## src/design/dcc_defines.svh

```systemverilog
`ifndef DCC_DEFINES_SVH
`define DCC_DEFINES_SVH

// Register byte offsets
`define DCC_OFF_CTRL 8'h00
`define DCC_OFF_STAT 8'h04
`define DCC_OFF_MASK 8'h08
`define DCC_ADDR_W 8

// Control register field positions
`define DCC_B_IDLE 15
`define DCC_B_EVT2 13
`define DCC_B_EVT1 12
`define DCC_B_EN2 11
`define DCC_B_EN1 10
`define DCC_B_PAD2 9
`define DCC_B_PAD1 8
`define DCC_B_RES2 7
`define DCC_B_RES1 6
`define DCC_B_INV2 5
`define DCC_B_INV1 4
`define DCC_B_NEG2 3
`define DCC_B_POS2 2
`define DCC_B_NEG1 1
`define DCC_B_POS1 0

// Status and mask field positions
`define DCC_S_EV1 0
`define DCC_S_EV2 1

// Reset values
`define DCC_RST_CTRL 16'h0000
`define DCC_RST_IRQ 2'h0

// Bus responses
`define DCC_RESP_OK 2'h0
`define DCC_RESP_ERR 2'h2

`endif

```

## src/design/dcc_pkg.sv

```systemverilog
package dcc_pkg;

  typedef enum logic [1:0] {
    DCC_WR_IDLE = 2'b01,
    DCC_WR_RESP = 2'b10
  } dcc_wr_state_t;

  typedef enum logic [3:0] {
    DCC_SEL_CTRL = 4'b0001,
    DCC_SEL_STAT = 4'b0010,
    DCC_SEL_MASK = 4'b0100,
    DCC_SEL_NONE = 4'b1000
  } dcc_sel_t;

endpackage : dcc_pkg

```

## src/design/dcc_channel.sv

```systemverilog
`timescale 1ns/1ps
module dcc_channel
  import dcc_pkg::*;
(
  // System
  input wire logic clk_sys,
  input wire logic reset,
  // Settings
  input wire logic enable,
  input wire logic invert,
  // Analog comparison, high when VIN+ exceeds VIN-
  input wire logic rawCompare,
  // Results
  output logic result,
  output logic changeEvent
);

  logic next_result;

  // Disabled channel holds its result low and stays quiet
  always_comb begin
    next_result = enable & (rawCompare ^ invert);
  end

  always_ff @(posedge clk_sys or posedge reset) begin
    if (reset) begin
      result <= 1'b0;
    end else begin
      result <= next_result;
    end
  end

  // Change seen only while enabled, so disabling records nothing
  always_ff @(posedge clk_sys or posedge reset) begin
    if (reset) begin
      changeEvent <= 1'b0;
    end else begin
      changeEvent <= enable & (next_result != result);
    end
  end

endmodule : dcc_channel

```

## src/design/dcc_control.sv

```systemverilog
// Functional notes
// Each comparator input chosen among its pins and the internal reference
// Idle suppress bit 15 blocks interrupts in idle, block stays enabled
// Bit 13 flags a change of comparator 2 output
// Bit 12 flags a change of comparator 1 output
// Bit 11 enables comparator 2
// Bit 10 enables comparator 1
// Bit 9 drives comparator 2 result onto its pad
// Bit 8 drives comparator 1 result onto its pad
// Read-only bit 7 shows comparator 2 result, inverted if asked
// Read-only bit 6 shows comparator 1 result, inverted if asked
// Bit 5 inverts comparator 2 output
// Bit 4 inverts comparator 1 output
// Bit 3 picks comparator 2 negative side: positive pin or negative pin
// Bit 2 picks comparator 2 positive side: positive pin or reference
// Bit 1 picks comparator 1 negative side: positive pin or negative pin
// Bit 0 picks comparator 1 positive side: positive pin or reference
// Event flag sticks until written zero, requests interrupt when unmasked unless idle with bit 15 set
// Disabled comparator reads zero, pad quiet, no events recorded
`timescale 1ns/1ps
`include "dcc_defines.svh"
module dcc_control
  import dcc_pkg::*;
(
  // System
  input wire logic clk_sys,
  input wire logic reset,
  input wire logic deviceIdle,
  // AXI4-Lite write address and data
  input wire logic [`DCC_ADDR_W-1:0] awaddr,
  input wire logic awvalid,
  output logic awready,
  input wire logic [31:0] wdata,
  input wire logic [3:0] wstrb,
  input wire logic wvalid,
  output logic wready,
  // AXI4-Lite write response
  output logic [1:0] bresp,
  output logic bvalid,
  input wire logic bready,
  // AXI4-Lite read
  input wire logic [`DCC_ADDR_W-1:0] araddr,
  input wire logic arvalid,
  output logic arready,
  output logic [31:0] rdata,
  output logic [1:0] rresp,
  output logic rvalid,
  input wire logic rready,
  // Analog front end, raw comparisons
  input wire logic cmp1RawCompare,
  input wire logic cmp2RawCompare,
  // Analog front end, input routing and power
  output logic cmp1PosSelect,
  output logic cmp1NegSelect,
  output logic cmp2PosSelect,
  output logic cmp2NegSelect,
  output logic cmp1Enable,
  output logic cmp2Enable,
  // Pads
  output logic cmp1PadOut,
  output logic cmp1PadOe,
  output logic cmp2PadOut,
  output logic cmp2PadOe,
  // Interrupt
  output logic irq
);

  ////////////////////////////////////////////////////////////////////////////
  // Helpers

  function automatic dcc_sel_t decodeAddr(
    input logic [`DCC_ADDR_W-1:0] addr
  );
    if (addr == `DCC_OFF_CTRL) begin
      decodeAddr = DCC_SEL_CTRL;
    end else if (addr == `DCC_OFF_STAT) begin
      decodeAddr = DCC_SEL_STAT;
    end else if (addr == `DCC_OFF_MASK) begin
      decodeAddr = DCC_SEL_MASK;
    end else begin
      decodeAddr = DCC_SEL_NONE;
    end
  endfunction : decodeAddr

  // Byte-lane merge of a write onto the low half word
  function automatic logic [15:0] mergeLanes(
    input logic [15:0] old,
    input logic [31:0] data,
    input logic [3:0] strb
  );
    mergeLanes[7:0] = strb[0] ? data[7:0] : old[7:0];
    mergeLanes[15:8] = strb[1] ? data[15:8] : old[15:8];
  endfunction : mergeLanes

  ////////////////////////////////////////////////////////////////////////////
  // Storage

  logic idleSuppress;
  logic evt1Flag;
  logic evt2Flag;
  logic padEn1;
  logic padEn2;
  logic invert1;
  logic invert2;
  logic result1;
  logic result2;
  logic change1;
  logic change2;
  logic [1:0] irqStatus;
  logic [1:0] irqMask;
  logic [15:0] ctrlValue;
  logic [15:0] statValue;
  logic [15:0] maskValue;
  logic [15:0] ctrlMerged;
  logic [15:0] statMerged;
  logic [15:0] maskMerged;

  always_comb begin
    ctrlValue = 16'h0000;
    ctrlValue[`DCC_B_IDLE] = idleSuppress;
    ctrlValue[`DCC_B_EVT2] = evt2Flag;
    ctrlValue[`DCC_B_EVT1] = evt1Flag;
    ctrlValue[`DCC_B_EN2] = cmp2Enable;
    ctrlValue[`DCC_B_EN1] = cmp1Enable;
    ctrlValue[`DCC_B_PAD2] = padEn2;
    ctrlValue[`DCC_B_PAD1] = padEn1;
    ctrlValue[`DCC_B_RES2] = result2;
    ctrlValue[`DCC_B_RES1] = result1;
    ctrlValue[`DCC_B_INV2] = invert2;
    ctrlValue[`DCC_B_INV1] = invert1;
    ctrlValue[`DCC_B_NEG2] = cmp2NegSelect;
    ctrlValue[`DCC_B_POS2] = cmp2PosSelect;
    ctrlValue[`DCC_B_NEG1] = cmp1NegSelect;
    ctrlValue[`DCC_B_POS1] = cmp1PosSelect;
    statValue = {14'h0000, irqStatus};
    maskValue = {14'h0000, irqMask};
  end

  ////////////////////////////////////////////////////////////////////////////
  // Write channel

  dcc_wr_state_t wrState;
  dcc_wr_state_t next_wrState;
  logic awHeld;
  logic wHeld;
  logic [`DCC_ADDR_W-1:0] awAddrHeld;
  logic [31:0] wDataHeld;
  logic [3:0] wStrbHeld;
  logic commit;
  dcc_sel_t wrSel;
  logic ctrlWrite;
  logic statWrite;
  logic maskWrite;

  // Address and data may arrive in either order; each waits alone
  assign awready = (wrState == DCC_WR_IDLE) & ~awHeld;
  assign wready = (wrState == DCC_WR_IDLE) & ~wHeld;
  assign commit = (wrState == DCC_WR_IDLE) & awHeld & wHeld;
  assign wrSel = decodeAddr(awAddrHeld);
  assign ctrlWrite = commit & (wrSel == DCC_SEL_CTRL);
  assign statWrite = commit & (wrSel == DCC_SEL_STAT);
  assign maskWrite = commit & (wrSel == DCC_SEL_MASK);
  assign ctrlMerged = mergeLanes(ctrlValue, wDataHeld, wStrbHeld);
  assign statMerged = mergeLanes(16'h0000, wDataHeld, wStrbHeld);
  assign maskMerged = mergeLanes(maskValue, wDataHeld, wStrbHeld);

  always_ff @(posedge clk_sys or posedge reset) begin
    if (reset) begin
      awHeld <= 1'b0;
      awAddrHeld <= '0;
    end else if (awvalid & awready) begin
      awHeld <= 1'b1;
      awAddrHeld <= awaddr;
    end else if (commit) begin
      awHeld <= 1'b0;
    end
  end

  always_ff @(posedge clk_sys or posedge reset) begin
    if (reset) begin
      wHeld <= 1'b0;
      wDataHeld <= 32'h0000_0000;
      wStrbHeld <= 4'h0;
    end else if (wvalid & wready) begin
      wHeld <= 1'b1;
      wDataHeld <= wdata;
      wStrbHeld <= wstrb;
    end else if (commit) begin
      wHeld <= 1'b0;
    end
  end

  always_comb begin
    next_wrState = wrState;
    case (wrState)
      DCC_WR_IDLE: begin
        if (commit) begin
          next_wrState = DCC_WR_RESP;
        end
      end
      DCC_WR_RESP: begin
        if (bready) begin
          next_wrState = DCC_WR_IDLE;
        end
      end
      default: begin
        next_wrState = DCC_WR_IDLE;
      end
    endcase
  end

  always_ff @(posedge clk_sys or posedge reset) begin
    if (reset) begin
      wrState <= DCC_WR_IDLE;
      bresp <= `DCC_RESP_OK;
    end else begin
      wrState <= next_wrState;
      if (commit) begin
        bresp <= (wrSel == DCC_SEL_NONE) ? `DCC_RESP_ERR : `DCC_RESP_OK;
      end
    end
  end

  assign bvalid = (wrState == DCC_WR_RESP);

  ////////////////////////////////////////////////////////////////////////////
  // Read channel

  dcc_sel_t rdSel;

  assign arready = ~rvalid;
  assign rdSel = decodeAddr(araddr);

  always_ff @(posedge clk_sys or posedge reset) begin
    if (reset) begin
      rvalid <= 1'b0;
      rdata <= 32'h0000_0000;
      rresp <= `DCC_RESP_OK;
    end else if (arvalid & arready) begin
      rvalid <= 1'b1;
      rresp <= `DCC_RESP_OK;
      if (rdSel == DCC_SEL_CTRL) begin
        rdata <= {16'h0000, ctrlValue};
      end else if (rdSel == DCC_SEL_STAT) begin
        rdata <= {16'h0000, statValue};
      end else if (rdSel == DCC_SEL_MASK) begin
        rdata <= {16'h0000, maskValue};
      end else begin
        rdata <= 32'h0000_0000;
        rresp <= `DCC_RESP_ERR;
      end
    end else if (rready) begin
      rvalid <= 1'b0;
    end
  end

  ////////////////////////////////////////////////////////////////////////////
  // Control settings

  always_ff @(posedge clk_sys or posedge reset) begin
    if (reset) begin
      idleSuppress <= 1'b0;
    end else if (ctrlWrite) begin
      idleSuppress <= ctrlMerged[`DCC_B_IDLE];
    end
  end

  always_ff @(posedge clk_sys or posedge reset) begin
    if (reset) begin
      cmp1Enable <= 1'b0;
      cmp2Enable <= 1'b0;
    end else if (ctrlWrite) begin
      cmp2Enable <= ctrlMerged[`DCC_B_EN2];
      cmp1Enable <= ctrlMerged[`DCC_B_EN1];
    end
  end

  always_ff @(posedge clk_sys or posedge reset) begin
    if (reset) begin
      padEn1 <= 1'b0;
      padEn2 <= 1'b0;
    end else if (ctrlWrite) begin
      padEn2 <= ctrlMerged[`DCC_B_PAD2];
      padEn1 <= ctrlMerged[`DCC_B_PAD1];
    end
  end

  always_ff @(posedge clk_sys or posedge reset) begin
    if (reset) begin
      invert1 <= 1'b0;
      invert2 <= 1'b0;
    end else if (ctrlWrite) begin
      invert2 <= ctrlMerged[`DCC_B_INV2];
      invert1 <= ctrlMerged[`DCC_B_INV1];
    end
  end

  // Analog mux steering straight from the stored bits
  always_ff @(posedge clk_sys or posedge reset) begin
    if (reset) begin
      cmp1PosSelect <= 1'b0;
      cmp1NegSelect <= 1'b0;
      cmp2PosSelect <= 1'b0;
      cmp2NegSelect <= 1'b0;
    end else if (ctrlWrite) begin
      cmp2NegSelect <= ctrlMerged[`DCC_B_NEG2];
      cmp2PosSelect <= ctrlMerged[`DCC_B_POS2];
      cmp1NegSelect <= ctrlMerged[`DCC_B_NEG1];
      cmp1PosSelect <= ctrlMerged[`DCC_B_POS1];
    end
  end

  ////////////////////////////////////////////////////////////////////////////
  // Comparator channels

  dcc_channel u_cmp1 (
    .clk_sys(clk_sys),
    .reset(reset),
    .enable(cmp1Enable),
    .invert(invert1),
    .rawCompare(cmp1RawCompare),
    .result(result1),
    .changeEvent(change1)
  );

  dcc_channel u_cmp2 (
    .clk_sys(clk_sys),
    .reset(reset),
    .enable(cmp2Enable),
    .invert(invert2),
    .rawCompare(cmp2RawCompare),
    .result(result2),
    .changeEvent(change2)
  );

  // Result is held low while disabled, so the pad cannot toggle
  assign cmp1PadOut = result1;
  assign cmp2PadOut = result2;
  assign cmp1PadOe = padEn1;
  assign cmp2PadOe = padEn2;

  ////////////////////////////////////////////////////////////////////////////
  // Event flags: a change in the clearing cycle still sets the flag

  always_ff @(posedge clk_sys or posedge reset) begin
    if (reset) begin
      evt1Flag <= 1'b0;
      evt2Flag <= 1'b0;
    end else begin
      evt1Flag <= change1 |
        (evt1Flag & ~(ctrlWrite & ~ctrlMerged[`DCC_B_EVT1]));
      evt2Flag <= change2 |
        (evt2Flag & ~(ctrlWrite & ~ctrlMerged[`DCC_B_EVT2]));
    end
  end

  ////////////////////////////////////////////////////////////////////////////
  // Interrupt status, mask and output

  always_ff @(posedge clk_sys or posedge reset) begin
    if (reset) begin
      irqStatus <= `DCC_RST_IRQ;
    end else begin
      irqStatus[`DCC_S_EV1] <= change1 | (irqStatus[`DCC_S_EV1] &
        ~(statWrite & statMerged[`DCC_S_EV1]));
      irqStatus[`DCC_S_EV2] <= change2 | (irqStatus[`DCC_S_EV2] &
        ~(statWrite & statMerged[`DCC_S_EV2]));
    end
  end

  always_ff @(posedge clk_sys or posedge reset) begin
    if (reset) begin
      irqMask <= `DCC_RST_IRQ;
    end else if (maskWrite) begin
      irqMask <= maskMerged[1:0];
    end
  end

  // Idle gating acts on the output only; events keep being recorded
  always_ff @(posedge clk_sys or posedge reset) begin
    if (reset) begin
      irq <= 1'b0;
    end else begin
      irq <= (|(irqStatus & irqMask)) & ~(idleSuppress & deviceIdle);
    end
  end
endmodule : dcc_control

```

## config.mk

```make
export PLATFORM = sky130hd
export DESIGN_NAME = dcc_control
export DESIGN_NICKNAME = d
export VERILOG_FILES = /design/src/design/dcc_pkg.sv /design/src/design/dcc_channel.sv /design/src/design/dcc_control.sv
export VERILOG_INCLUDE_DIRS = /design/src /design/src/design
export SDC_FILE = /design/constraint.sdc
export NUM_CORES = 1
export LEC_CHECK = 0
export BUFFER_PORTS_ARGS = -buffer_cell sky130_fd_sc_hd__buf_2
export CAP_MARGIN = 20
export CELL_PAD_IN_SITES_DETAIL_PLACEMENT = 1
export CELL_PAD_IN_SITES_GLOBAL_PLACEMENT = 2
export CORE_MARGIN = 2
export CORE_UTILIZATION = 33
export DETAILED_ROUTE_END_ITERATION = 10
export GPL_TIMING_DRIVEN = 0
export PLACE_DENSITY = 0.81
export RECOVER_POWER = 100
export SYNTH_ARGS = -nofsm -noshare
export SYNTH_HDL_FRONTEND = slang
export SYNTH_SLANG_ARGS = --single-unit
```

## constraint.sdc

```tcl
create_clock -name clk_sys -period 5.35 [get_ports clk_sys]
set_input_delay 0.535 -clock clk_sys [delete_from_list [all_inputs] [get_ports clk_sys]]
set_output_delay 0.535 -clock clk_sys [all_outputs]
set_load 0.02 [all_outputs]
```

==> reports/summary.md <==
The number of antenna violations at the first check in global routing was 0; the summed instance area of the synthesized netlist was 0.002909 sq mm. The run gives 376 as the final net count. The routed via count divided by cell count is 4.534, and the number of standard cells after synthesis is 212. Buffers placed on the I/O ports in this run total 73. Row generation in the floorplan step produced 34 rows. Part of the power in combinational logic: 23.9%. Ranked by total cell area, the synthesized netlist is headed by sky130_fd_sc_hd__dfrtp_1 57%, sky130_fd_sc_hd__mux2_1 6.2%, sky130_fd_sc_hd__mux2_2 5.8%, sky130_fd_sc_hd__buf_4 5.2%, sky130_fd_sc_hd__a22o_1 3.9%. The run gives 0.008636 sq mm as the core region area. Count of endpoints failing setup in the final report: 0.

The logs give 68 for the maximum number of pins on one net before global-route repair and 1.727 nW for the leakage dissipation. The number of sinks on the clock net is 67, and the synthesis warning total is 0. After detailed routing, the total wire length is 6.193 mm. The internal portion of the total power is 0.001115 W. The overall die height came out at 97.89 um. The largest voltage drop on the vdd net is 0.0001842 V. Final number of hold-violating endpoints: 0. The tools report the via count of the first global-routing pass as 2037.

In this run, synthesis produced a sequential element count of 67. The final reports fail on capacitance limit, slew limit. In the synthesized netlist the async set-or-reset flop fraction comes to 100.0%. Setup repair after global routing left no endpoint under its margin. In the layout the commonest cells are 66 x sky130_fd_sc_hd__dfrtp_1, 40 x sky130_fd_sc_hd__buf_2, 38 x sky130_fd_sc_hd__clkbuf_1. In this run the post-CTS setup repair buffer count came out at 0. Leading area contributor after synthesis: sky130_fd_sc_hd__dfrtp_1.

The synthesized design contains 0 enable-type register cells. The antenna diode count was 0. The clock transition time at the flip-flop clock pins of the worst setup and hold paths came out at 0.07 ns.

Among all stages on the critical path, the largest delay is contributed by sky130_fd_sc_hd__nor3b_1. The count of antenna-violating nets left after detailed routing is 0. Primary flip-flop cell chosen by synthesis mapping: sky130_fd_sc_hd__dfrtp_1. The critical path is of the reg2reg type. The count of TritonRoute iterations in the first routing pass was 4. After synthesis, the mean cell area works out to 13.72 sq um.

The final-layout setup total negative slack was 0 ns; the worst setup timing slack at the placement stage was 3.462 ns. The buffer depth of the longest clock path was 2; the wire length of the first global-routing pass was 10.23 mm. In this run the biggest area consumer among cell types represents 56.77% of the synthesized area. The startpoint identified for the worst register-to-register timing path is wrState[0].

The tools report the global-route usage over all layers as 13.62%. Endpoint kind of the worst setup timing path: a flop. The routed layout has 1936 vias. Of all nets on the critical path, the largest fanout is 10. The run gives 0.009582 sq mm as the full die area. The start point of the critical path is wrState[0].

The later pin in the worst-skew pair is clocked with a latency of 0.34 ns. The filler cells instantiated in the layout total 969. The run gives 0 as the number of DRC violations after detailed routing. STA puts the critical path data arrival time at 2.82 ns.

Measured against its own limit, the worst slew margin works out to -95.14%. Delay of the slowest cell on the worst path: 0.86 ns. The signal on the critical path passes through nand2b_2, nor3b_1, clkbuf_1, mux2_1. TritonCTS built the clock tree.

The remaining global-route overflow came out at 0. The number of different library cells used by synthesis comes to 42. The total buffers and inverters traversed by the critical path was 1. The run gives 1 as the number of max-cap violations. In this run, post-CTS repair resized a total of 0 instances. STA classifies the critical path startpoint as a flop. In the final routed layout, each cell accounts on average for 14.50 um. Of the cells placed in the final design, the portion with a size suffix greater than 1 is 30.09%. The worst path needs 2.602 ns of the cycle, external delays included. Leaving out fill and tap cells, the most frequent cell in the layout is sky130_fd_sc_hd__dfrtp_1. For this design the total switching power over the nets is 0.0004913 W. Sequential cells were found to cover 57.68% of the synthesized design area. STA puts the critical path data required time at 5.57 ns. Of the total power, the clock network draws 29.4%.

The run finished, with violations left. The logs give 9 for the number of clock buffers inserted by TritonCTS and 0.01130 ns for the clock skew after layout. The wire-length estimate of the detail-placed layout is 4.551 mm. The top-level port count came out at 114. Static timing analysis puts the maximum clock frequency at 384.3 MHz. The final count of pins violating max slew came out at 68.

The area growth from synthesis to layout is 22.54%. Dividing the final minimum period by the clock period gives 48.64%. After layout, the worst setup slack is 2.748 ns. The die outline width works out to 97.89 um.

The power density of the placed cells was 450.5 mW/mm^2; the final estimated routing congestion in global placement was 0.7582. For the pin with the worst max-slew slack, the measured transition is 2.911 ns. Number of buffers inserted by hold repair at cts: 0. The maximum level of the CTS H-tree was 3; the effective utilization at floorplan was 33.69%.

The tools report the sequential fraction of design power as 46.7%. The startpoint identified for the worst hold timing path is deviceIdle. In this run the worst hold path is classified as in2reg. The cell sitting at the root of the clock tree is a sky130_fd_sc_hd__clkbuf_8.

Cell family with the largest share of critical-path delay: simple AND/OR/NAND/NOR gates. The number of design-rule violations left by the first detailed-router iteration was 39. Switching share of total power: 30.59%.
-- per-layer routing --
| metal | up-vias | global-route usage (%) | wire length, um |
|---|---|---|---|
| li1 | 917 | - | - |
| met5 | - | 0 | 0 |
| met1 | 952 | 17.86 | 2818 |
| met3 | 11 | 4.295 | 363 |
| met2 | 56 | 20.92 | 2905 |
| met4 | 0 | 5.769 | 105 |
-- power groups by stage --
stage	Combinational, W	Sequential, W	Clock, W
after floorplan	0.000321	0.000766	0
after global placement	0.000423	0.000769	0
after detailed placement	0.000439	0.000779	0
after CTS	0.000441	0.000768	0.000486
after global routing	0.000424	0.000781	0.000506
final	0.000384	0.000751	0.000472
-- final timing paths --
| kind | endpoint | slack [ns] | cells past startpoint |
|---|---|---|---|
| setup / recovery | wDataHeld[1] | 2.75 | 4 |
| max in group asynchronous | wDataHeld[1] | 3.02 | 2 |
| setup reg to reg | wDataHeld[1] | 2.75 | 4 |
| hold / removal | irq | 0.37 | 2 |
| hold reg to reg | rresp[1] | 0.48 | 1 |
| min in group asynchronous | rdata[13] | 1.02 | 2 |
-- state kept, by name, summed over array words and instances, names as in the netlist, 2 cells and up --
register	cells
awAddrHeld	8
irqMask	2
irqStatus	2
rdata	15
wDataHeld	13
wStrbHeld	2
wrState	2
-- cells in the mapped netlist (4+ instances only) --
cell,count
sky130_fd_sc_hd__xor2_1,4
sky130_fd_sc_hd__mux2_1,16
sky130_fd_sc_hd__buf_4,20
sky130_fd_sc_hd__dfrtp_1,66
sky130_fd_sc_hd__mux2_2,15
sky130_fd_sc_hd__and2_1,5
sky130_fd_sc_hd__nor2_1,13
sky130_fd_sc_hd__nand2_1,5
sky130_fd_sc_hd__inv_1,4
sky130_fd_sc_hd__mux2_4,5
sky130_fd_sc_hd__a22o_1,13
-- through the flow --
step	cell area, sq um	util (%)	hold WS, ns	cells	power, W
global placement	3477	40.26	0.4573	411	0.001191
global route	3565	41.28	0.3755	427	0.001711
CTS	3706	42.92	0.3461	427	0.001694
floorplan	2977	-	0.4419	230	0.001088
detailed placement	3480	40.29	0.4620	411	0.001218
finish	3565	41.28	0.3678	427	0.001606
-- area by class of cell --
class                           instances  area, sq um  area share, %
Sequential cell                        67         1678          47.07
Multi-Input combinational cell        135         1023          28.71
Timing Repair Buffer                   73        324.1          9.091
Buffer                                 24        161.4          4.528
Clock buffer                           10        137.6          3.861
Tap cell                              108        135.1          3.791
Clock inverter                          6        88.84          2.492
Inverter                                4        16.27         0.4563
-- kinds of logic (layout without fill, tap and decap cells) --
logic type / Yosys count / after routing / synth area share [%]
AOI/OAI and AO/OA: 29 / 29 / 8.086
xor gates and xnor gates: 4 / 4 / 1.204
buffers and inverters: 28 / 117 / 6.494
DFF: 67 / 67 / 57.68
muxes: 38 / 38 / 15.27
other: 1 / 19 / 0.1289
and+or+nand+nor: 45 / 45 / 11.14
No activity file was read; power rests on OpenSTA's default activity.
